File: src/logic/lmsc_pkg.sv
/*
  Package for the lane marker and scrambler configuration bank:
  register addresses, reset values, field positions and carrier structs.
  Assumes a 16-bit clause 22 style register access port.
*/
`default_nettype none
package lmsc_pkg;
  localparam logic [4:0] LMSC_ADDR_CTRL1 = 5'h1D;
  localparam logic [4:0] LMSC_ADDR_PTR = 5'h1E;
  localparam logic [4:0] LMSC_ADDR_WINDOW = 5'h1F;

  localparam logic [15:0] LMSC_X_TX_MATCH = 16'h8000;
  localparam logic [15:0] LMSC_X_TX_SUBST = 16'h8001;
  localparam logic [15:0] LMSC_X_RX_MATCH = 16'h8002;
  localparam logic [15:0] LMSC_X_RX_SUBST = 16'h8003;
  localparam logic [15:0] LMSC_X_TX_FILL_P = 16'h8004;
  localparam logic [15:0] LMSC_X_TX_FILL_N = 16'h8005;
  localparam logic [15:0] LMSC_X_RX_FILL_P = 16'h8006;
  localparam logic [15:0] LMSC_X_RX_FILL_N = 16'h8007;
  localparam logic [15:0] LMSC_X_SCR_EN = 16'h8009;
  localparam logic [15:0] LMSC_X_SEED_HI = 16'h800C;
  localparam logic [15:0] LMSC_X_SEED_LO = 16'h800D;
  localparam logic [15:0] LMSC_X_POLY_HI = 16'h800E;
  localparam logic [15:0] LMSC_X_POLY_LO = 16'h800F;

  localparam logic [15:0] LMSC_RST_PTR = 16'h0000;
  localparam logic [15:0] LMSC_RST_CTRL1 = 16'h0880;
  localparam logic [9:0] LMSC_RST_CHAR_A = 10'h2BC;
  localparam logic [9:0] LMSC_RST_CHAR_B = 10'h27C;
  localparam logic [15:0] LMSC_RST_SCR_EN = 16'hFC00;
  localparam logic [15:0] LMSC_RST_SEED_HI = 16'h0000;
  localparam logic [15:0] LMSC_RST_SEED_LO = 16'h01FC;
  localparam logic [15:0] LMSC_RST_POLY_HI = 16'h0000;
  localparam logic [15:0] LMSC_RST_POLY_LO = 16'h00C0;

  localparam int LMSC_BIT_TX_MARK_EN = 7;
  localparam int LMSC_BIT_RX_MARK_EN = 11;
  localparam int LMSC_BIT_POST_SCR = 1;
  localparam int LMSC_BIT_PRE_SCR = 0;
  localparam int LMSC_CHAR_W = 10;
  localparam int LMSC_POST_W = 20;
  localparam int LMSC_PRE_W = 16;

  typedef struct packed {
    logic req;
    logic wr;
    logic [4:0] addr;
    logic [15:0] wdata;
  } lmsc_req_t;

  typedef struct packed {
    logic [9:0] tx_char;
    logic [9:0] rx_char;
    logic [LMSC_PRE_W-1:0] pre_word;
    logic [LMSC_POST_W-1:0] post_word;
  } lmsc_data_t;
endpackage : lmsc_pkg
`default_nettype wire

File: src/logic/lmsc_bank.sv
/*
  Lane marker, filler and scrambler configuration bank with datapath use.
  Assumes management requests arrive synchronous to ref_clk, one per cycle.
*/
// What this block does
// - Window register 0x1F accesses pointed extended register
// - Tx match character at 0x8000, reset 2BC
// - Tx substitute character at 0x8001, reset 27C
// - Rx match character at 0x8002, reset 27C
// - Rx substitute character at 0x8003, reset 2BC
// - Tx marker swap only when 0x1D bit7
// - Rx marker swap only when 0x1D bit11
// - Tx positive filler at 0x8004, reset 2BC
// - Tx negative filler at 0x8005, reset 2BC
// - Rx positive filler at 0x8006, reset 2BC
// - Rx negative filler at 0x8007, reset 2BC
// - Enable bit1 scrambles 20-bit post-encode words
// - Enable bit0 scrambles 16-bit pre-encode words
// - Scrambler enable register resets to FC00
// - Seed from 0x800C upper, 0x800D lower
// - Seed lower bit 0 always zero
// - Polynomial upper half at 0x800E, reset 0
// - Polynomial lower at 0x800F, reset C0, bit0 zero
`timescale 1ns/1ps
`default_nettype none
module lmsc_bank (
  input wire logic ref_clk,
  input wire logic rst,
  input wire logic ce,
  input wire lmsc_pkg::lmsc_req_t mgmt_req,
  output logic [15:0] mgmt_rdata,
  output logic mgmt_rvalid,
  input wire lmsc_pkg::lmsc_data_t data_in,
  output var lmsc_pkg::lmsc_data_t data_out,
  output logic [9:0] tx_filler_pos,
  output logic [9:0] tx_filler_neg,
  output logic [9:0] rx_filler_pos,
  output logic [9:0] rx_filler_neg
);
  import lmsc_pkg::*;

  typedef struct packed {
    logic [15:0] ptr;
    logic [15:0] ctrl1;
    logic [9:0] tx_match;
    logic [9:0] tx_subst;
    logic [9:0] rx_match;
    logic [9:0] rx_subst;
    logic [9:0] tx_fp;
    logic [9:0] tx_fn;
    logic [9:0] rx_fp;
    logic [9:0] rx_fn;
    logic [15:0] scr_en;
    logic [15:0] seed_hi;
    logic [15:0] seed_lo;
    logic [15:0] poly_hi;
    logic [15:0] poly_lo;
    logic [15:0] rdata;
    logic rvalid;
    logic [9:0] tx_char;
    logic [9:0] rx_char;
  } lmsc_st_t;

  lmsc_st_t st_ff;
  lmsc_st_t nxt_st;
  logic [15:0] ext_rd;
  logic [31:0] seed_value;
  logic [31:0] poly_value;
  logic [LMSC_PRE_W-1:0] pre_q;
  logic [LMSC_POST_W-1:0] post_q;

  // extended register read decode
  function automatic logic [15:0] ext_read(input lmsc_st_t s, input logic [15:0] a);
    logic [15:0] r;
    r = 16'h0000;
    case (a)
      LMSC_X_TX_MATCH: r = {6'h00, s.tx_match};
      LMSC_X_TX_SUBST: r = {6'h00, s.tx_subst};
      LMSC_X_RX_MATCH: r = {6'h00, s.rx_match};
      LMSC_X_RX_SUBST: r = {6'h00, s.rx_subst};
      LMSC_X_TX_FILL_P: r = {6'h00, s.tx_fp};
      LMSC_X_TX_FILL_N: r = {6'h00, s.tx_fn};
      LMSC_X_RX_FILL_P: r = {6'h00, s.rx_fp};
      LMSC_X_RX_FILL_N: r = {6'h00, s.rx_fn};
      LMSC_X_SCR_EN: r = s.scr_en;
      LMSC_X_SEED_HI: r = s.seed_hi;
      LMSC_X_SEED_LO: r = s.seed_lo;
      LMSC_X_POLY_HI: r = s.poly_hi;
      LMSC_X_POLY_LO: r = s.poly_lo;
      default: r = 16'h0000;
    endcase
    return r;
  endfunction : ext_read

  assign ext_rd = ext_read(st_ff, st_ff.ptr);
  assign seed_value = {st_ff.seed_hi, st_ff.seed_lo};
  assign poly_value = {st_ff.poly_hi, st_ff.poly_lo};

  always_comb begin
    logic [15:0] w;
    w = mgmt_req.wdata;
    nxt_st = st_ff;
    nxt_st.rvalid = 1'b0;
    if (mgmt_req.req && !mgmt_req.wr) begin
      nxt_st.rvalid = 1'b1;
      case (mgmt_req.addr)
        LMSC_ADDR_CTRL1: nxt_st.rdata = st_ff.ctrl1;
        LMSC_ADDR_PTR: nxt_st.rdata = st_ff.ptr;
        LMSC_ADDR_WINDOW: nxt_st.rdata = ext_rd;
        default: nxt_st.rdata = 16'h0000;
      endcase
    end
    if (mgmt_req.req && mgmt_req.wr) begin
      case (mgmt_req.addr)
        LMSC_ADDR_CTRL1: nxt_st.ctrl1 = w;
        LMSC_ADDR_PTR: nxt_st.ptr = w;
        LMSC_ADDR_WINDOW: begin
          case (st_ff.ptr)
            LMSC_X_TX_MATCH: nxt_st.tx_match = w[9:0];
            LMSC_X_TX_SUBST: nxt_st.tx_subst = w[9:0];
            LMSC_X_RX_MATCH: nxt_st.rx_match = w[9:0];
            LMSC_X_RX_SUBST: nxt_st.rx_subst = w[9:0];
            LMSC_X_TX_FILL_P: nxt_st.tx_fp = w[9:0];
            LMSC_X_TX_FILL_N: nxt_st.tx_fn = w[9:0];
            LMSC_X_RX_FILL_P: nxt_st.rx_fp = w[9:0];
            LMSC_X_RX_FILL_N: nxt_st.rx_fn = w[9:0];
            LMSC_X_SCR_EN: nxt_st.scr_en = w;
            LMSC_X_SEED_HI: nxt_st.seed_hi = w;
            LMSC_X_SEED_LO: nxt_st.seed_lo = {w[15:1], 1'b0};
            LMSC_X_POLY_HI: nxt_st.poly_hi = w;
            LMSC_X_POLY_LO: nxt_st.poly_lo = {w[15:1], 1'b0};
            default: ;
          endcase
        end
        default: ;
      endcase
    end
    // marker swap, one character per cycle per direction
    nxt_st.tx_char = data_in.tx_char;
    if (st_ff.ctrl1[LMSC_BIT_TX_MARK_EN] && data_in.tx_char == st_ff.tx_match) begin
      nxt_st.tx_char = st_ff.tx_subst;
    end
    nxt_st.rx_char = data_in.rx_char;
    if (st_ff.ctrl1[LMSC_BIT_RX_MARK_EN] && data_in.rx_char == st_ff.rx_match) begin
      nxt_st.rx_char = st_ff.rx_subst;
    end
  end

  // the pre-encode scrambler sees the seed too; a zero seed is software's problem
  lmsc_lfsr #(.W(LMSC_PRE_W)) u_pre (
    .ref_clk(ref_clk),
    .rst(rst),
    .ce(ce),
    .enable(st_ff.scr_en[LMSC_BIT_PRE_SCR]),
    .seed(seed_value),
    .poly(poly_value),
    .din(data_in.pre_word),
    .dout(pre_q)
  );

  lmsc_lfsr #(.W(LMSC_POST_W)) u_post (
    .ref_clk(ref_clk),
    .rst(rst),
    .ce(ce),
    .enable(st_ff.scr_en[LMSC_BIT_POST_SCR]),
    .seed(seed_value),
    .poly(poly_value),
    .din(data_in.post_word),
    .dout(post_q)
  );

  always_ff @(posedge ref_clk or posedge rst) begin
    if (rst) begin
      st_ff.ptr <= LMSC_RST_PTR;
      st_ff.ctrl1 <= LMSC_RST_CTRL1;
      st_ff.tx_match <= LMSC_RST_CHAR_A;
      st_ff.tx_subst <= LMSC_RST_CHAR_B;
      st_ff.rx_match <= LMSC_RST_CHAR_B;
      st_ff.rx_subst <= LMSC_RST_CHAR_A;
      st_ff.tx_fp <= LMSC_RST_CHAR_A;
      st_ff.tx_fn <= LMSC_RST_CHAR_A;
      st_ff.rx_fp <= LMSC_RST_CHAR_A;
      st_ff.rx_fn <= LMSC_RST_CHAR_A;
      st_ff.scr_en <= LMSC_RST_SCR_EN;
      st_ff.seed_hi <= LMSC_RST_SEED_HI;
      st_ff.seed_lo <= LMSC_RST_SEED_LO;
      st_ff.poly_hi <= LMSC_RST_POLY_HI;
      st_ff.poly_lo <= LMSC_RST_POLY_LO;
      st_ff.rdata <= 16'h0000;
      st_ff.rvalid <= 1'b0;
      st_ff.tx_char <= 10'h000;
      st_ff.rx_char <= 10'h000;
    end else if (ce) begin
      st_ff <= nxt_st;
    end
  end

  assign mgmt_rdata = st_ff.rdata;
  assign mgmt_rvalid = st_ff.rvalid;
  // one driver for the whole carrier, fields in struct order
  assign data_out = {st_ff.tx_char, st_ff.rx_char, pre_q, post_q};
  assign tx_filler_pos = st_ff.tx_fp;
  assign tx_filler_neg = st_ff.tx_fn;
  assign rx_filler_pos = st_ff.rx_fp;
  assign rx_filler_neg = st_ff.rx_fn;
endmodule : lmsc_bank
`default_nettype wire

File: src/logic/lmsc_lfsr.sv
/*
  Programmable 32-bit scrambler: taps are the set polynomial bits,
  seed loaded while disabled. Assumes caller holds word stable per strobe.
*/
`timescale 1ns/1ps
`default_nettype none
module lmsc_lfsr #(
  parameter int W = 16
) (
  input wire logic ref_clk,
  input wire logic rst,
  input wire logic ce,
  input wire logic enable,
  input wire logic [31:0] seed,
  input wire logic [31:0] poly,
  input wire logic [W-1:0] din,
  output logic [W-1:0] dout
);
  import lmsc_pkg::*;

  typedef struct packed {
    logic [31:0] state;
    logic [W-1:0] out;
  } lmsc_lfsr_st_t;

  lmsc_lfsr_st_t st_ff;
  lmsc_lfsr_st_t nxt_st;

  // one serial step per data bit, unrolled by the loop
  always_comb begin
    logic [31:0] s;
    logic fb;
    s = st_ff.state;
    fb = 1'b0;
    nxt_st = st_ff;
    if (!enable) begin
      nxt_st.state = seed;
      nxt_st.out = din;
    end else begin
      for (int i = 0; i < W; i++) begin
        fb = ^(s & poly);
        nxt_st.out[i] = din[i] ^ s[31];
        s = {s[30:0], fb};
      end
      nxt_st.state = s;
    end
  end

  always_ff @(posedge ref_clk or posedge rst) begin
    if (rst) begin
      st_ff <= '0;
    end else if (ce) begin
      st_ff <= nxt_st;
    end
  end

  assign dout = st_ff.out;
endmodule : lmsc_lfsr
`default_nettype wire

File: config.mk
export PLATFORM = sky130hd
export DESIGN_NAME = lmsc_bank
export DESIGN_NICKNAME = d
export VERILOG_FILES = /design/src/logic/lmsc_pkg.sv /design/src/logic/lmsc_bank.sv /design/src/logic/lmsc_lfsr.sv
export SDC_FILE = /design/constraint.sdc
export NUM_CORES = 2
export LEC_CHECK = 0
export ABC_CLOCK_PERIOD_IN_PS = 13960
export BUFFER_PORTS_ARGS = -buffer_cell sky130_fd_sc_hd__buf_2
export CORE_ASPECT_RATIO = 1.5
export CORE_MARGIN = 4
export CORE_UTILIZATION = 40
export DETAILED_ROUTE_END_ITERATION = 12
export HOLD_SLACK_MARGIN = 0.08
export SYNTH_ARGS = -nofsm -noshare
export SYNTH_HDL_FRONTEND = slang
export SYNTH_SLANG_ARGS = --single-unit
export TNS_END_PERCENT = 50
File: constraint.sdc
create_clock -name ref_clk -period 13.96 [get_ports ref_clk]
set_clock_uncertainty 0.05 [all_clocks]
set_input_delay 3.49 -clock ref_clk [delete_from_list [all_inputs] [get_ports ref_clk]]
set_output_delay 3.49 -clock ref_clk [all_outputs]
set_load 0.005 [all_outputs]
* Word-level counts from Yosys, hierarchy flattened
Cells that the tools add are included.
** Word-level totals
- Register bits after elaboration :: 327
- Input port bits :: 82
- Output and inout port bits :: 113
** Operators by class
- Reduce and logical (&&, ||, !) cells :: 57
- Bitwise operators :: 72
- Equality and inequality tests :: 18
- Multiplexer cells :: 7
** Operators with widths (count)
- AND 32 bit :: 36
- XOR reduction 32 bit :: 36
- equality test 16 bit, second input constant :: 13
- one-hot mux 16 bit (13 select lines) :: 1
- two-way mux 52 bit :: 1
- AND reduction 4 bit :: 13
- two-way mux 48 bit :: 1
- one-hot mux 16 bit (3 select lines) :: 1
- bitwise XOR 1 bit :: 36
- equality test 10 bit :: 2
- two-way mux 10 bit :: 2
- equality test 5 bit, second input constant :: 3
- AND reduction 3 bit :: 2
- logical AND 1 bit :: 4
- AND reduction 2 bit :: 1
- zero test 1 bit :: 1
- two-way mux 1 bit :: 1

* Logic depth before layout (Yosys ltp)
- Word-level depth :: 41
- Depth in mapped cells :: 27

* Modules after synthesis
From an unflattened synthesis, not the netlist that was laid out.
** Second synthesis, totals
- Cells, all modules :: 4607
- Area total of the unflattened synthesis :: 36359.9 µm²
** By module, submodules not included
- lmsc_lfsr at u_post :: instances 1, cells each 2112, area each 13978.4 µm², seq. area each 1301.2 µm²
- lmsc_bank :: instances 1, cells each 892, area each 11511.0 µm², seq. area each 5761.8 µm²
- lmsc_lfsr at u_pre :: instances 1, cells each 1603, area each 10870.4 µm², seq. area each 1201.2 µm²

* Worst setup path before layout
OpenSTA, ideal clock, no wires.
- Path type :: input to register
- Start :: input port ce
- End :: register st_ff[168] (netlist bit)
- Slack :: 7.762 ns
- Data arrival time :: 6.024 ns
- Setup time :: 0.125 ns
- Buffers on the path :: 3
- Required time :: 13.785 ns
- Stages :: 7
- Cells stage by stage :: clkbuf_1 > nand3_1 > or3_1 > clkbuf_1 > buf_1 > nor4_1 > mux2_2
** Between the ends
- Longest elaborated chain between the ends :: 1
** RTL lines
- from (decl) :: line lmsc_bank.sv:29 : input wire logic ce,
- AND reduction 4 bit (no line)
- to (signal assigned) :: line lmsc_bank.sv:194 : st_ff <= nxt_st;
- to (decl) :: line lmsc_bank.sv:64 : lmsc_st_t st_ff;
No other way between the ends.
A chain may end at the register's enable or synchronous reset.

* Final worst setup path
- Start :: register st_ff, in the netlist poly_value[20]
- End :: register u_pre.st_ff[16] (netlist bit)
** Between the ends
- Longest elaborated chain between the ends :: 33
** RTL lines
- AND 32 bit :: line lmsc_lfsr.sv:41 : fb = ^(s & poly);
- XOR reduction 32 bit :: line lmsc_lfsr.sv:41
- AND 32 bit :: line lmsc_lfsr.sv:41
- XOR reduction 32 bit :: line lmsc_lfsr.sv:41
- AND 32 bit :: line lmsc_lfsr.sv:41
- XOR reduction 32 bit :: line lmsc_lfsr.sv:41
- AND 32 bit :: line lmsc_lfsr.sv:41
- XOR reduction 32 bit :: line lmsc_lfsr.sv:41
- [... 17 more ...]
- XOR reduction 32 bit :: line lmsc_lfsr.sv:41
- AND 32 bit :: line lmsc_lfsr.sv:41
- XOR reduction 32 bit :: line lmsc_lfsr.sv:41
- AND 32 bit :: line lmsc_lfsr.sv:41
- XOR reduction 32 bit :: line lmsc_lfsr.sv:41
- AND 32 bit (*) :: line lmsc_lfsr.sv:41
- XOR reduction 32 bit (*) :: line lmsc_lfsr.sv:41
- two-way mux 48 bit (*) :: line lmsc_lfsr.sv:36 : if (!enable) begin
- to (signal assigned) :: line lmsc_lfsr.sv:53 : st_ff <= nxt_st;
- to (decl) :: line lmsc_lfsr.sv:26 : lmsc_lfsr_st_t st_ff;
Every way passes the cells marked *; elsewhere a longest branch is shown, timed or not.

==> results.py <==
metrics = {
    "final_layout": {
        "fill_cells": 7577,
        "nets": 3743,
        "drive_above_1_share_pct": 17.7,
        "final_area_um2": 32900,
        "diodes": 0,
        "area_growth_pct": 7.43,
    },
    "logic_synthesis": {
        "ys_warn_count": 0,
        "syn-cell-area_um2": 30700,
        "synth_cell_types": 52,
        "synth.largest_area_cell": "xnor2_1",
        "yosysSeqAreaShare_pct": 27.0,
        "synth_ff_type": "dfrtp_1",
        "syn-instance-count": 3755,
        "syn-num-nets": 3837,
        "synth_edf_count": 0,
        "synth.area.top_cells": "xnor2_1 24%, dfrtp_1 21%, nand2_1 14%, mux2_2 7.2%, xor2_1 6.2%",
        "netlist.area_leader.share_pct": 24.0,
        "yosys_register_bits": 327,
        "ys_top_cells_by_count": "1155 x nand2_1, 839 x xnor2_1, 262 x dfrtp_1, 218 x xor2_1, 202 x clkbuf_1",
        "avgSynthCellArea_um2": 8.16,
        "synth-async-reset-ratio_pct": 100,
        "synth_most_common_cell": "nand2_1",
    },
    "timing": {
        "final.setup.tns_ps": 0,
        "slew_violations": 0,
        "max_slew_margin_pct": 7.35,
        "worstMarginPinSlew_ps": 1380,
        "min_period_ps": 7850,
        "fin_crit_sh_pct": 56.2,
        "max_freq_mhz": 127,
        "rsz0062_at_grt": "no",
        "hold_viol": 0,
        "setup_viol": 0,
    },
    "detailed_routing": {
        "drc_errors": 0,
        "vias_per_cell": 5.54,
        "drt_wl_total_mm": 118,
        "avgRoutedWirePerCell_um": 25.0,
        "first_pass_iters": 6,
        "first_iter_violations": 2458,
        "via_count": 26022,
        "ant_nets": 0,
    },
    "worst_hold_path": {
        "hold_path.class": "flip-flop to flip-flop",
        "holdPathEnd": "mgmt_rdata[7]",
        "hold_depth": 2,
        "hp-start": "mgmt_rdata[7]",
    },
    "grt": {
        "antenna_found_initial": 3,
        "grt_first_pass_wirelength_mm": 173,
        "overflow": 0,
        "grt_max_degree": 160,
        "grt_usage_pct": 28.3,
        "grt_pass1_vias": 25981,
    },
    "cts": {
        "cts_made_buffers": 37,
        "cts-resized-gates": 0,
        "max-clock-path-buffers": 3,
        "htreeDepth": 2,
        "insertion_delay_ps": 610,
        "cts_tree": "yes",
        "cts_setup_buffers": 0,
        "root_buffer": "clkbuf_16",
        "hold_buffers": 0,
        "clk_pin_slew_ps": 60,
        "cts_sinks": 327,
    },
    "power_and_ir_drop": {
        "leakagePower_nw": 11.7,
        "ir_drop_v": 0.0000940,
        "p_per_area_nw_per_um2": 85.9,
    },
    "critical_path": {
        "r2r-start": "poly_value[20]",
        "r2r_cells": 24,
        "start_kind": "flip-flop",
        "crit_fanout": 29,
        "crit_required_ps": 14420,
        "path_class": "flip-flop to flip-flop",
        "cp-end-kind": "flip-flop",
        "r2r-end": "u_pre.st_ff[16]",
        "rrSetupSlack_ps": 6110,
        "worst_ep_arrival_time_ps": 8310,
    },
    "die": {
        "dieArea_um2": 81200,
        "initial_utilization_pct": 40.2,
        "rows": 124,
        "io_pins": 195,
        "die_y_um": 347,
        "dieWidth_um": 234,
        "core-area_um2": 76200,
    },
    "placed_design": {
        "gp_congestion": 1.01,
        "detailedPlacementHpwl_mm": 76.8,
        "postPlaceCellArea_um2": 31700,
        "numPortBuffers": 194,
    },
    "flow_run": {
        "drv_cap": 0,
    },
    "outcome": {
        "outcome": "completed",
    },
}
[cells in the final DEF, fill, tap and decap left out, types with 6 or more instances in the layout]
| master | n |
|---|---|
| clkbuf_16 | 37 |
| clkbuf_1 | 7 |
| buf_4 | 97 |
| nor3_2 | 7 |
| a21oi_1 | 121 |
| xor2_1 | 218 |
| a222oi_1 | 14 |
| a221oi_1 | 14 |
| dfstp_2 | 65 |
| dfrtp_1 | 260 |
| o21ai_0 | 25 |
| clkbuf_8 | 7 |
| nand4_1 | 6 |
| nand2_1 | 1155 |
| xnor3_1 | 31 |
| nor3_1 | 7 |
| a221o_1 | 8 |
| a22oi_1 | 22 |
| inv_1 | 8 |
| mux2_2 | 197 |
| xnor2_1 | 839 |
| nor2_1 | 136 |
| buf_2 | 193 |
| a31oi_1 | 6 |
| nand3_1 | 12 |
| mux2i_1 | 92 |
| a22o_1 | 24 |
[layer usage]
metal	share of wire [%]	global-route usage [%]
met3	7.6	4.54
met5	0	0
met2	47	46.8
met1	37	33.3
met4	8.5	20.0
[sequential cells by signal, summed over array words and instances (netlist names), 20 cells and up]
register,cells
seed_value,31
data_out,20
u_post.dout,20
st_ff,88
u_pre.st_ff,32
poly_value,31
u_post.st_ff,32
[critical path: stages (launching register included)]
cell	delay [ps]
dfrtp_1	730
buf_4	480
nand2_1	120
xnor2_1	220
xnor2_1	160
xnor2_1	160
xnor2_1	130
xnor2_1	940
nand2_1	160
xnor2_1	800
nand2_1	150
xnor2_1	680
nand2_1	150
xnor2_1	560
nand2_1	150
xnor2_1	530
nand2_1	140
xnor2_1	400
nand2_1	120
xnor2_1	240
xnor2_1	170
xnor2_1	160
xnor2_1	140
nand3_1	80
o21ai_0	100
[per-stage QoR]
| step | total power [mW] | hold slack, ps | utilization, % | worst slack [ps] | instances |
|---|---|---|---|---|---|
| 6_report | 2.83 | 428 | 43.2 | 6110 | 4697 |
| 3_3_place_gp | 1.80 | 410 | 41.5 | 6600 | 4629 |
| 4_1_cts | 2.84 | 426 | 43.2 | 6330 | 4696 |
| 3_5_place_dp | 1.80 | 412 | 41.5 | 6380 | 4629 |
| 2_1_floorplan | 1.63 | 397 | - | 1470 | 3755 |
| 5_1_grt | 2.95 | 433 | 43.2 | 5390 | 4697 |
[power by group]
group / switching, mW / total (mW) / internal (mW)
Clock: 0.459 / 1.03 / 0.572
Combinational: 0.465 / 0.770 / 0.305
Sequential: 0.0412 / 1.03 / 0.984
Total: 0.966 / 2.83 / 1.86
[area by class of cell]
| class | count | area, µm² | share of cell area, % |
|---|---|---|---|
| Tap cell | 1008 | 1260 | 3.83 |
| Sequential cell | 327 | 8270 | 25.1 |
| Clock buffer | 50 | 1030 | 3.14 |
| Clock inverter | 17 | 229 | 0.695 |
| Inverter | 9 | 41.3 | 0.125 |
| Multi-Input combinational cell | 2993 | 20400 | 61.8 |
| Timing Repair Buffer | 293 | 1740 | 5.28 |
[cell families (layout without fill, tap and decap cells)]
kind of cell | Yosys count | in the layout | synth area share, %
buffers and inverters | 435 | 369 | 6.88
AOI/OAI and AO/OA | 243 | 243 | 5.10
muxes | 293 | 293 | 10.5
and+or+nand+nor | 1355 | 1355 | 17.1
xor gates and xnor gates | 1102 | 1102 | 33.5
DFF | 327 | 327 | 27.0
[worst max-delay path by stage]
stage,slack (ps),to,cells after the start,from
after global placement,6600,u_pre.st_ff[16],25,poly_value[9]
after CTS,6330,u_pre.st_ff[16],24,poly_value[15]
after detailed placement,6380,u_pre.st_ff[16],24,poly_value[15]
after global routing,5390,u_pre.st_ff[16],24,poly_value[15]
after floorplan,1470,data_out[36],1,rst
final,6110,u_pre.st_ff[16],24,poly_value[20]
(Power assumes the default switching activity.)
